File: config.mk
export PLATFORM = sky130hd
export DESIGN_NAME = port_ingress_rate_limiter
export DESIGN_NICKNAME = d
export VERILOG_FILES = /design/src/ingress_limiter_pkg.sv /design/src/port_ingress_rate_limiter.sv
export SDC_FILE = /design/constraint.sdc
export NUM_CORES = 2
export LEC_CHECK = 0
export BUFFER_PORTS_ARGS = -buffer_cell sky130_fd_sc_hd__clkbuf_2
export CORE_UTILIZATION = 55
export DETAILED_ROUTE_END_ITERATION = 7
export GPL_TIMING_DRIVEN = 0
export HOLD_SLACK_MARGIN = 0.05
export PLACE_DENSITY = 0.72
export SYNTH_ARGS = -nofsm -noshare
export SYNTH_HDL_FRONTEND = slang
export SYNTH_SLANG_ARGS = --single-unit
File: constraint.sdc
create_clock -name pclk -period 15 [get_ports pclk]
set_clock_uncertainty 0.2 [all_clocks]
set_input_delay 0.75 -clock pclk [delete_from_list [all_inputs] [get_ports pclk]]
set_output_delay 0.75 -clock pclk [all_outputs]
set_load 0.05 [all_outputs]
File: src/ingress_limiter_pkg.sv
// Purpose: shared constants of the port ingress rate limiter
// Assumes: 50 MHz core clock, APB register access
// Notes: register indices are printed offsets; byte address is index times four
package ingress_limiter_pkg;

	// ************************************************************
	// register indices and fields
	// ************************************************************
	localparam logic [7:0] IDX_CTRL = 8'h03;
	localparam logic [7:0] IDX_LIM0 = 8'h10;
	localparam logic [7:0] IDX_LIM7 = 8'h17;
	localparam logic [7:0] IDX_STATUS = 8'h18;
	localparam int BIT_PORT = 6;
	localparam int BIT_PPS = 5;
	localparam int BIT_FC = 4;
	localparam int BIT_MODE_HI = 3;
	localparam int BIT_MODE_LO = 2;
	localparam int BIT_IFG = 1;
	localparam int BIT_PRE = 0;
	localparam logic [6:0] CTRL_RESET = 7'h00;
	localparam logic [6:0] LIMIT_RESET = 7'h00;

	typedef enum logic [1:0] {
		MODE_ALL = 2'b00,
		MODE_FLOOD = 2'b01,
		MODE_MULTI = 2'b10,
		MODE_BCAST = 2'b11
	} limit_mode_t;

	typedef enum logic [1:0] {
		SPEED_10 = 2'b00,
		SPEED_100 = 2'b01,
		SPEED_1000 = 2'b10
	} link_speed_t;

	// ************************************************************
	// per-frame overhead and rate codes
	// ************************************************************
	localparam logic [15:0] IFG_BYTES = 16'h000c;
	localparam logic [15:0] PRE_BYTES = 16'h0008;
	localparam logic [6:0] CODE_LINE = 7'h00;
	localparam logic [6:0] CODE_FINE_MAX = 7'h0a;
	localparam logic [6:0] CODE_COARSE_MAX = 7'h64;
	localparam logic [6:0] CODE_TABLE_BASE = 7'h64;
	localparam logic [6:0] CODE_TABLE_MAX = 7'h73;

	// ************************************************************
	// rates in packets or bits per second
	// ************************************************************
	localparam logic [31:0] RATE_UNLIMITED = 32'hffff_ffff;
	localparam logic [31:0] PPS_LINE_10 = 32'd19200;
	localparam logic [31:0] PPS_LINE_100 = 32'd192000;
	localparam logic [31:0] PPS_LINE_1000 = 32'd1920000;
	localparam logic [31:0] BPS_LINE_10 = 32'd10000000;
	localparam logic [31:0] BPS_LINE_100 = 32'd100000000;
	localparam logic [31:0] BPS_LINE_1000 = 32'd1000000000;
	localparam logic [31:0] PPS_STEP_LOW = 32'd1920;
	localparam logic [31:0] PPS_STEP_GIG = 32'd19200;
	localparam logic [31:0] BPS_STEP = 32'd1000000;
	localparam logic [31:0] BPS_STEP_GIG = 32'd10000000;
	localparam logic [31:0] PPS_TBL_FIRST = 32'd64;
	localparam logic [31:0] PPS_TBL_STEP = 32'd128;
	localparam logic [31:0] TBL_GIG_FACTOR = 32'd10;
	localparam logic [31:0] BPS_TBL_STEP = 32'd64000;
	localparam logic [31:0] BPS_TBL_FAST = 32'd640000;
	localparam logic [31:0] TBL_FAST_MAX = 32'd3;

	// ************************************************************
	// metering window
	// ************************************************************
	localparam int CLK_PERIOD_NS = 20;
	localparam int WINDOW_NS = 1000000000;
	localparam int WINDOW_CYCLES = WINDOW_NS / CLK_PERIOD_NS;

endpackage : ingress_limiter_pkg

File: src/port_ingress_rate_limiter.sv
// Purpose: per-port ingress rate limiter with APB register access
// Assumes: frame descriptors come from ingress logic on pclk, one-cycle pulse
// Notes: metering counts units per one-second window, scaled by time_div
// Functional notes
// (RULE1) control bit 6 set: one port limit; clear: one limit per priority
// (RULE2) control bit 5 set: meter in frames; clear: meter in bits
// (RULE3) flow-control enable makes an exceeded rate assert flow control
// (RULE4) software must also enable port flow control before relying on it
// (RULE5) limit-mode field picks counted frames: all, flood, multi, broadcast only
// (RULE6) ifg bit adds twelve gap bytes per frame to the count
// (RULE7) preamble bit adds eight preamble bytes per frame to the count
// (RULE8) preamble bit ignored while counting frames
// (RULE9) priority 0 limit: 7-bit code, reset zero, top bit reads zero
// (RULE10) priority 0 code stays pending until priority 7 register is written
// (RULE11) code zero means full line rate at each link speed
// (RULE12) codes 1 to 10 give code times fixed step rates
// (RULE13) codes 11 to 100 give coarse rates; no packet limit at 10M
// (RULE14) codes 101 to 115 pick fixed low rates from a table
// (RULE15) control top bit reserved zero; other control bits reset zero
// (RULE16) priorities 1 to 7 limits alike; priority 7 write commits all
// (RULE17) port mode uses priority 0 code for every frame
`timescale 1ns/100ps
`default_nettype none
module port_ingress_rate_limiter
	import ingress_limiter_pkg::*;
#(
	parameter int window_cycles = WINDOW_CYCLES,
	parameter int time_div = 1
)
(
	input wire logic pclk,
	input wire logic presetn,
	input wire logic [11:0] paddr,
	input wire logic psel,
	input wire logic penable,
	input wire logic pwrite,
	input wire logic [31:0] pwdata,
	input wire logic [3:0] pstrb,
	output logic [31:0] prdata,
	output logic pready,
	output logic pslverr,
	input wire logic [1:0] link_speed,
	input wire logic frame_valid,
	input wire logic [15:0] frame_len,
	input wire logic [2:0] frame_prio,
	input wire logic frame_bcast,
	input wire logic frame_mcast,
	input wire logic frame_flood,
	output logic verdict_valid,
	output logic verdict_drop,
	output logic flow_ctrl
);

	// ************************************************************
	// state
	// ************************************************************
	typedef struct packed {
		logic [6:0] ctrl;
		logic [7:0][6:0] pend;
		logic [7:0][6:0] act;
		logic [7:0][31:0] used;
		logic [7:0] exceeded;
		logic [31:0] timer;
		logic [31:0] prdata;
		logic pready;
		logic pslverr;
		logic verdict_valid;
		logic verdict_drop;
		logic flow_ctrl;
	} state_t;

	localparam logic [31:0] WIN_LAST = 32'(window_cycles / time_div - 1);
	localparam logic [31:0] DIV = 32'(time_div);

	state_t st;
	state_t next_st;
	logic [7:0] idx;
	logic wr_ok;
	logic [2:0] bidx;
	logic [6:0] code;
	logic counted;
	logic wend;
	logic hit;
	logic pps;
	logic [31:0] cost;
	logic [31:0] budget;
	logic [31:0] used_sel;

	// ************************************************************
	// helpers
	// ************************************************************
	function automatic logic [7:0] reg_index(input logic [11:0] addr);
		reg_index = addr[9:2];
	endfunction : reg_index

	function automatic logic is_limit(input logic [7:0] i);
		is_limit = (i >= IDX_LIM0) && (i <= IDX_LIM7);
	endfunction : is_limit

	function automatic logic [2:0] limit_slot(input logic [7:0] i);
		limit_slot = 3'(i - IDX_LIM0);
	endfunction : limit_slot

	function automatic logic [31:0] rate_of(
		input logic [6:0] c,
		input logic [1:0] speed,
		input logic by_pkt
	);
		logic [31:0] n;
		logic gig;
		logic ten;
		n = 32'(c);
		gig = (speed == SPEED_1000);
		ten = (speed == SPEED_10);
		rate_of = RATE_UNLIMITED;
		// (RULE11) full line rate
		if (c == CODE_LINE)
			rate_of = by_pkt ? (gig ? PPS_LINE_1000 : ten ? PPS_LINE_10 : PPS_LINE_100)
				: (gig ? BPS_LINE_1000 : ten ? BPS_LINE_10 : BPS_LINE_100);
		// (RULE12) fine steps
		else if (c <= CODE_FINE_MAX)
			rate_of = by_pkt ? n * (gig ? PPS_STEP_GIG : PPS_STEP_LOW) : n * BPS_STEP;
		// (RULE13) coarse steps
		else if (c <= CODE_COARSE_MAX)
		begin
			if (by_pkt)
				rate_of = ten ? RATE_UNLIMITED : n * (gig ? PPS_STEP_GIG : PPS_STEP_LOW);
			else
				rate_of = ten ? BPS_LINE_10 : n * (gig ? BPS_STEP_GIG : BPS_STEP);
		end
		// (RULE14) low-rate table
		else if (c <= CODE_TABLE_MAX)
		begin
			n = 32'(c - CODE_TABLE_BASE);
			if (by_pkt)
			begin
				rate_of = (n == 32'd1) ? PPS_TBL_FIRST : (n - 32'd1) * PPS_TBL_STEP;
				if (gig)
					rate_of = rate_of * TBL_GIG_FACTOR;
			end
			else if (gig || (!ten && n <= TBL_FAST_MAX))
				rate_of = n * BPS_TBL_FAST;
			else
				rate_of = n * BPS_TBL_STEP;
		end
	endfunction : rate_of

	// ************************************************************
	// next state
	// ************************************************************
	always_comb
	begin
		next_st = st;
		idx = reg_index(paddr);
		wr_ok = psel && penable && st.pready && pwrite && pstrb[0];
		pps = st.ctrl[BIT_PPS];
		// (RULE1) port or priority select
		// (RULE17) port mode reads bucket zero
		bidx = st.ctrl[BIT_PORT] ? 3'd0 : frame_prio;
		code = st.act[bidx];
		used_sel = st.used[bidx];
		// (RULE5) frame class filter
		case (limit_mode_t'(st.ctrl[BIT_MODE_HI:BIT_MODE_LO]))
			MODE_ALL: counted = 1'b1;
			MODE_FLOOD: counted = frame_bcast || frame_mcast || frame_flood;
			MODE_MULTI: counted = frame_bcast || frame_mcast;
			MODE_BCAST: counted = frame_bcast;
			default: counted = 1'b1;
		endcase
		// (RULE2) frame or bit cost
		// (RULE6) gap bytes
		// (RULE7) preamble bytes
		// (RULE8) preamble ignored in frame mode
		if (pps)
			cost = 32'd1;
		else
			cost = {13'd0, frame_len + (st.ctrl[BIT_IFG] ? IFG_BYTES : 16'd0)
				+ (st.ctrl[BIT_PRE] ? PRE_BYTES : 16'd0), 3'd0};
		budget = rate_of(code, link_speed, pps);
		if (budget != RATE_UNLIMITED)
			budget = budget / DIV;
		wend = (st.timer == WIN_LAST);
		hit = ({1'b0, wend ? 32'd0 : used_sel} + {1'b0, cost}) > {1'b0, budget};

		// apb answer registered in setup, ready in the first access-phase cycle
		next_st.pready = psel && !penable;
		if (psel && !penable)
		begin
			next_st.pslverr = 1'b0;
			next_st.prdata = 32'h0000_0000;
			if (idx == IDX_CTRL)
				// (RULE15) reserved top bit zero
				next_st.prdata = {25'd0, st.ctrl};
			else if (is_limit(idx))
				// (RULE9) reserved top bit zero
				next_st.prdata = {25'd0, st.pend[limit_slot(idx)]};
			else if (idx == IDX_STATUS)
				next_st.prdata = {24'd0, st.exceeded};
			else
				next_st.pslverr = 1'b1;
		end
		if (wr_ok)
		begin
			if (idx == IDX_CTRL)
				next_st.ctrl = pwdata[6:0];
			else if (is_limit(idx))
				// (RULE10) held pending
				next_st.pend[limit_slot(idx)] = pwdata[6:0];
			// (RULE16) priority 7 write commits all
			if (idx == IDX_LIM7)
				next_st.act = next_st.pend;
		end

		// metering window
		next_st.timer = wend ? 32'd0 : st.timer + 32'd1;
		if (wend)
		begin
			next_st.used = '0;
			next_st.exceeded = '0;
		end
		next_st.verdict_valid = frame_valid;
		next_st.verdict_drop = 1'b0;
		if (frame_valid && counted)
		begin
			if (hit)
			begin
				// a new excess wins over the window clear
				next_st.verdict_drop = 1'b1;
				next_st.exceeded[bidx] = 1'b1;
			end
			else
				next_st.used[bidx] = (wend ? 32'd0 : used_sel) + cost;
		end
		// (RULE3) flow control gated by enable
		// (RULE4) port pause must also be enabled by software
		next_st.flow_ctrl = st.ctrl[BIT_FC] && (|next_st.exceeded);
	end

	always_ff @(posedge pclk or negedge presetn)
	begin
		if (!presetn)
		begin
			st <= '0;
			st.ctrl <= CTRL_RESET;
			st.pend <= {8{LIMIT_RESET}};
			st.act <= {8{LIMIT_RESET}};
		end
		else
			st <= next_st;
	end

	assign prdata = st.prdata;
	assign pready = st.pready;
	assign pslverr = st.pslverr;
	assign verdict_valid = st.verdict_valid;
	assign verdict_drop = st.verdict_drop;
	assign flow_ctrl = st.flow_ctrl;
endmodule : port_ingress_rate_limiter
`default_nettype wire

==> impl_metrics.yaml <==
die:
  core.rowCount: 88
  fp.dieW_um: 245
  die_y_um: 245
  ios: 115
  core_area_um2: 58100
  dieArea_um2: 60200
  initial_core_util: 0.561
routing:
  drc: 0
  dr.pass1.iters: 8
  wl_um: 110000
  wl_per_cell_um: 23.8
  postRouteAntennaNets: 0
  vias: 29530
  avgViaCountPerCell: 6.43
  drtIter0Drc: 3871
clocking:
  cts.sinks: 428
  numCtsBuffers: 47
  cts_root_buffer: "clkbuf_16"
  cts_htree_levels: 2
  cts_tree: "built"
  clockBufferDepth: 3
  cts-resized-gates: 0
  cts_setup_buffers: 0
  worstSkewPairLatency_ns: 0.61
  clk_pin_slew_worst_paths_ns: 0.06
grt:
  grt_max_degree: 114
  grt_pass1_wl_um: 168000
  gr-usage-all-layers: 0.365
  grt_pass1_vias: 28258
  antenna_found_initial: 4
  grt_remaining_overflow: 0
synthesis:
  synth.area.top_cells: "dfrtp_1 (33%), ha_1 (11%), fa_1 (6.6%), o21ai_0 (6.3%), nand3_1 (4.4%)"
  synth_area_um2: 32600
  synthArstFlopShare: 1.00
  synth_area_per_cell_um2: 8.95
  synth_top_area_share: 0.329
  synth_cell_types: 103
  ys_seq_area_frac: 0.329
  synthTopCellsByCount: "dfrtp_1 (428), o21ai_0 (410), nand2_1 (326)"
  synth_flop_cell: "dfrtp_1"
  synth_edf_count: 0
  yosysWarnings: 0
  yosysMostFrequentCell: "dfrtp_1"
  yosys_register_bits: 428
  synth_top_cell_by_area: "dfrtp_1"
  synth_cells: 3643
worst_setup_path:
  critPathMaxFanout: 18
  critPathCaptureType: "flop"
  required_ns: 15.29
  max_stage_delay_ns: 1.11
  crit_top_cell: "ha_1"
  reg2reg_from: "st[451]$_DFFE_PN0P_"
  critPathLaunch: "st[451]$_DFFE_PN0P_"
  arrival_ns: 14.51
  critPathLaunchType: "flop"
  slowest_stage: "clkinv_1"
  path_class: "flop to flop"
job:
  drv_cap: 0
sta:
  fin_ws_ns: 0.788
  setup_tns_ns: 0
  finalCritPeriodShare: 0.947
  rsz0062_at_grt: "no"
  maxSlewViolCount: 0
  setup_viol: 0
  fmaxAchievable_ghz: 0.0704
  whs_ns: 0.0661
  hold_violations: 0
  worst_slew_pin_slew_ns: 1.40
  relSlewSlack: 0.0579
  period_minus_slack_ns: 14.21
placement:
  place_ws_ns: 0.769
  port_buffers: 55
  dp_cells: 4505
  hpwl_um: 80900
  gp_congestion: 1.01
hold_path:
  hold_path_startpoint: "frame_valid"
  hold_class: "input pin to flop"
cells_and_area:
  drive_above_1_share: 0.0894
  fillers: 5130
  nNetsFinal: 4268
  final_cells: 4595
  multi_input_area_um2: 19800
  seq_area_um2: 10700
  area_growth_pct: 9.42
power:
  leakage_nw: 17.4
  irDropWorstVdd_v: 0.0000926
  p_per_area_nw_per_um2: 93.1
run_status:
  status: "complete, no violations"
[routing by layer]
layer / global-route usage / up-vias / wire, µm
met1: 0.500 / 14335 / 44800
met2: 0.545 / 1707 / 46800
met3: 0.0764 / 381 / 11600
met5: 0 / - / 13
met4: 0.187 / 2 / 6420
li1: - / 13105 / -
[critical path: cells and delay by family, from the launching register on]
| family | cells | cell delay (ns) |
|---|---|---|
| AO/OA/AOI/OAI | 14 | 4.12 |
| multiplexers | 1 | 0.15 |
| adder cells (fa/ha/maj) | 7 | 3.27 |
| buffers and inverters | 9 | 3.13 |
| XOR/XNOR | 1 | 0.91 |
| AND/OR/NAND/NOR | 4 | 1.90 |
| flip-flops | 1 | 0.37 |
[final cells by class]
| class | instances | area share |
|---|---|---|
| multi-input cells | 2712 | 0.555 |
| flip-flops and latches | 428 | 0.300 |
| clock buffers | 73 | 0.0388 |
| plain buffers | 244 | 0.0322 |
| inverters | 292 | 0.0307 |
| well taps | 765 | 0.0268 |
| repair buffers | 65 | 0.0130 |
| clock inverters | 13 | 0.00326 |
| diodes | 3 | 0.000210 |
[timing repair]
action                                 CTS  global route
hold buffers                             1             0
endpoints found under the hold margin   40             0
setup endpoints to repair                0             0
[path summary, 6_finish.rpt]
| path | end | slack, ns | depth (start not counted) |
|---|---|---|---|
| worst max-delay path | st[231]$_DFF_PN0_ | 0.79 | 36 |
| worst min-delay path | verdict_valid$_DFF_PN0_ | 0.07 | 1 |
| worst max register to register | st[231]$_DFF_PN0_ | 0.79 | 36 |
| worst min register to register | st[370]$_DFFE_PN0P_ | 0.27 | 2 |
| max in group asynchronous | st[373]$_DFFE_PN0P_ | 12.84 | 4 |
| min in group asynchronous | st[68]$_DFF_PN0_ | 0.45 | 2 |
[through the flow]
stage	util	cell area, µm²	total power [mW]
after detailed placement	0.587	34100	2.17
after global routing	0.613	35700	3.46
after global placement	0.584	34000	2.16
after CTS	0.613	35700	3.30
after floorplan	-	32700	1.85
final	0.613	35700	3.32
[cell usage in the layout, fill, tap and decap left out, types with 47 or more instances in the layout]
cell type / count
dfrtp_1: 428
o21ai_0: 410
nand2_1: 326
ha_1: 292
inv_1: 288
nand3_1: 285
nor2_1: 175
clkbuf_1: 161
a21oi_1: 122
fa_1: 108
xnor2_1: 92
xor2_1: 71
mux2_2: 70
mux2i_1: 68
nor3_1: 64
clkbuf_2: 55
o22ai_1: 50
clkbuf_16: 47
[state kept, by name, indices dropped and copies added, names as in the netlist]
signal / count
flow_ctrl: 1
pready: 1
st: 414
verdict_drop: 1
verdict_valid: 1
prdata: 8
pslverr: 1
pps: 1
[cell families after synthesis]
| family | count (synthesis) | synth area share |
|---|---|---|
| xor gates and xnor gates | 163 | 0.0438 |
| buffers and inverters | 536 | 0.0688 |
| other | 2 | 0.000230 |
| and+or+nand+nor | 1055 | 0.156 |
| AOI/OAI and AO/OA | 913 | 0.173 |
| DFF | 428 | 0.329 |
| muxes | 146 | 0.0507 |
| adders and majority gates | 400 | 0.178 |
[power breakdown]
group,internal (mW),switching [mW],total [mW]
Sequential,1.20,0.0249,1.23
Clock,0.638,0.499,1.14
Combinational,0.291,0.664,0.955
Total,2.13,1.19,3.32
(Power assumes the default switching activity.)
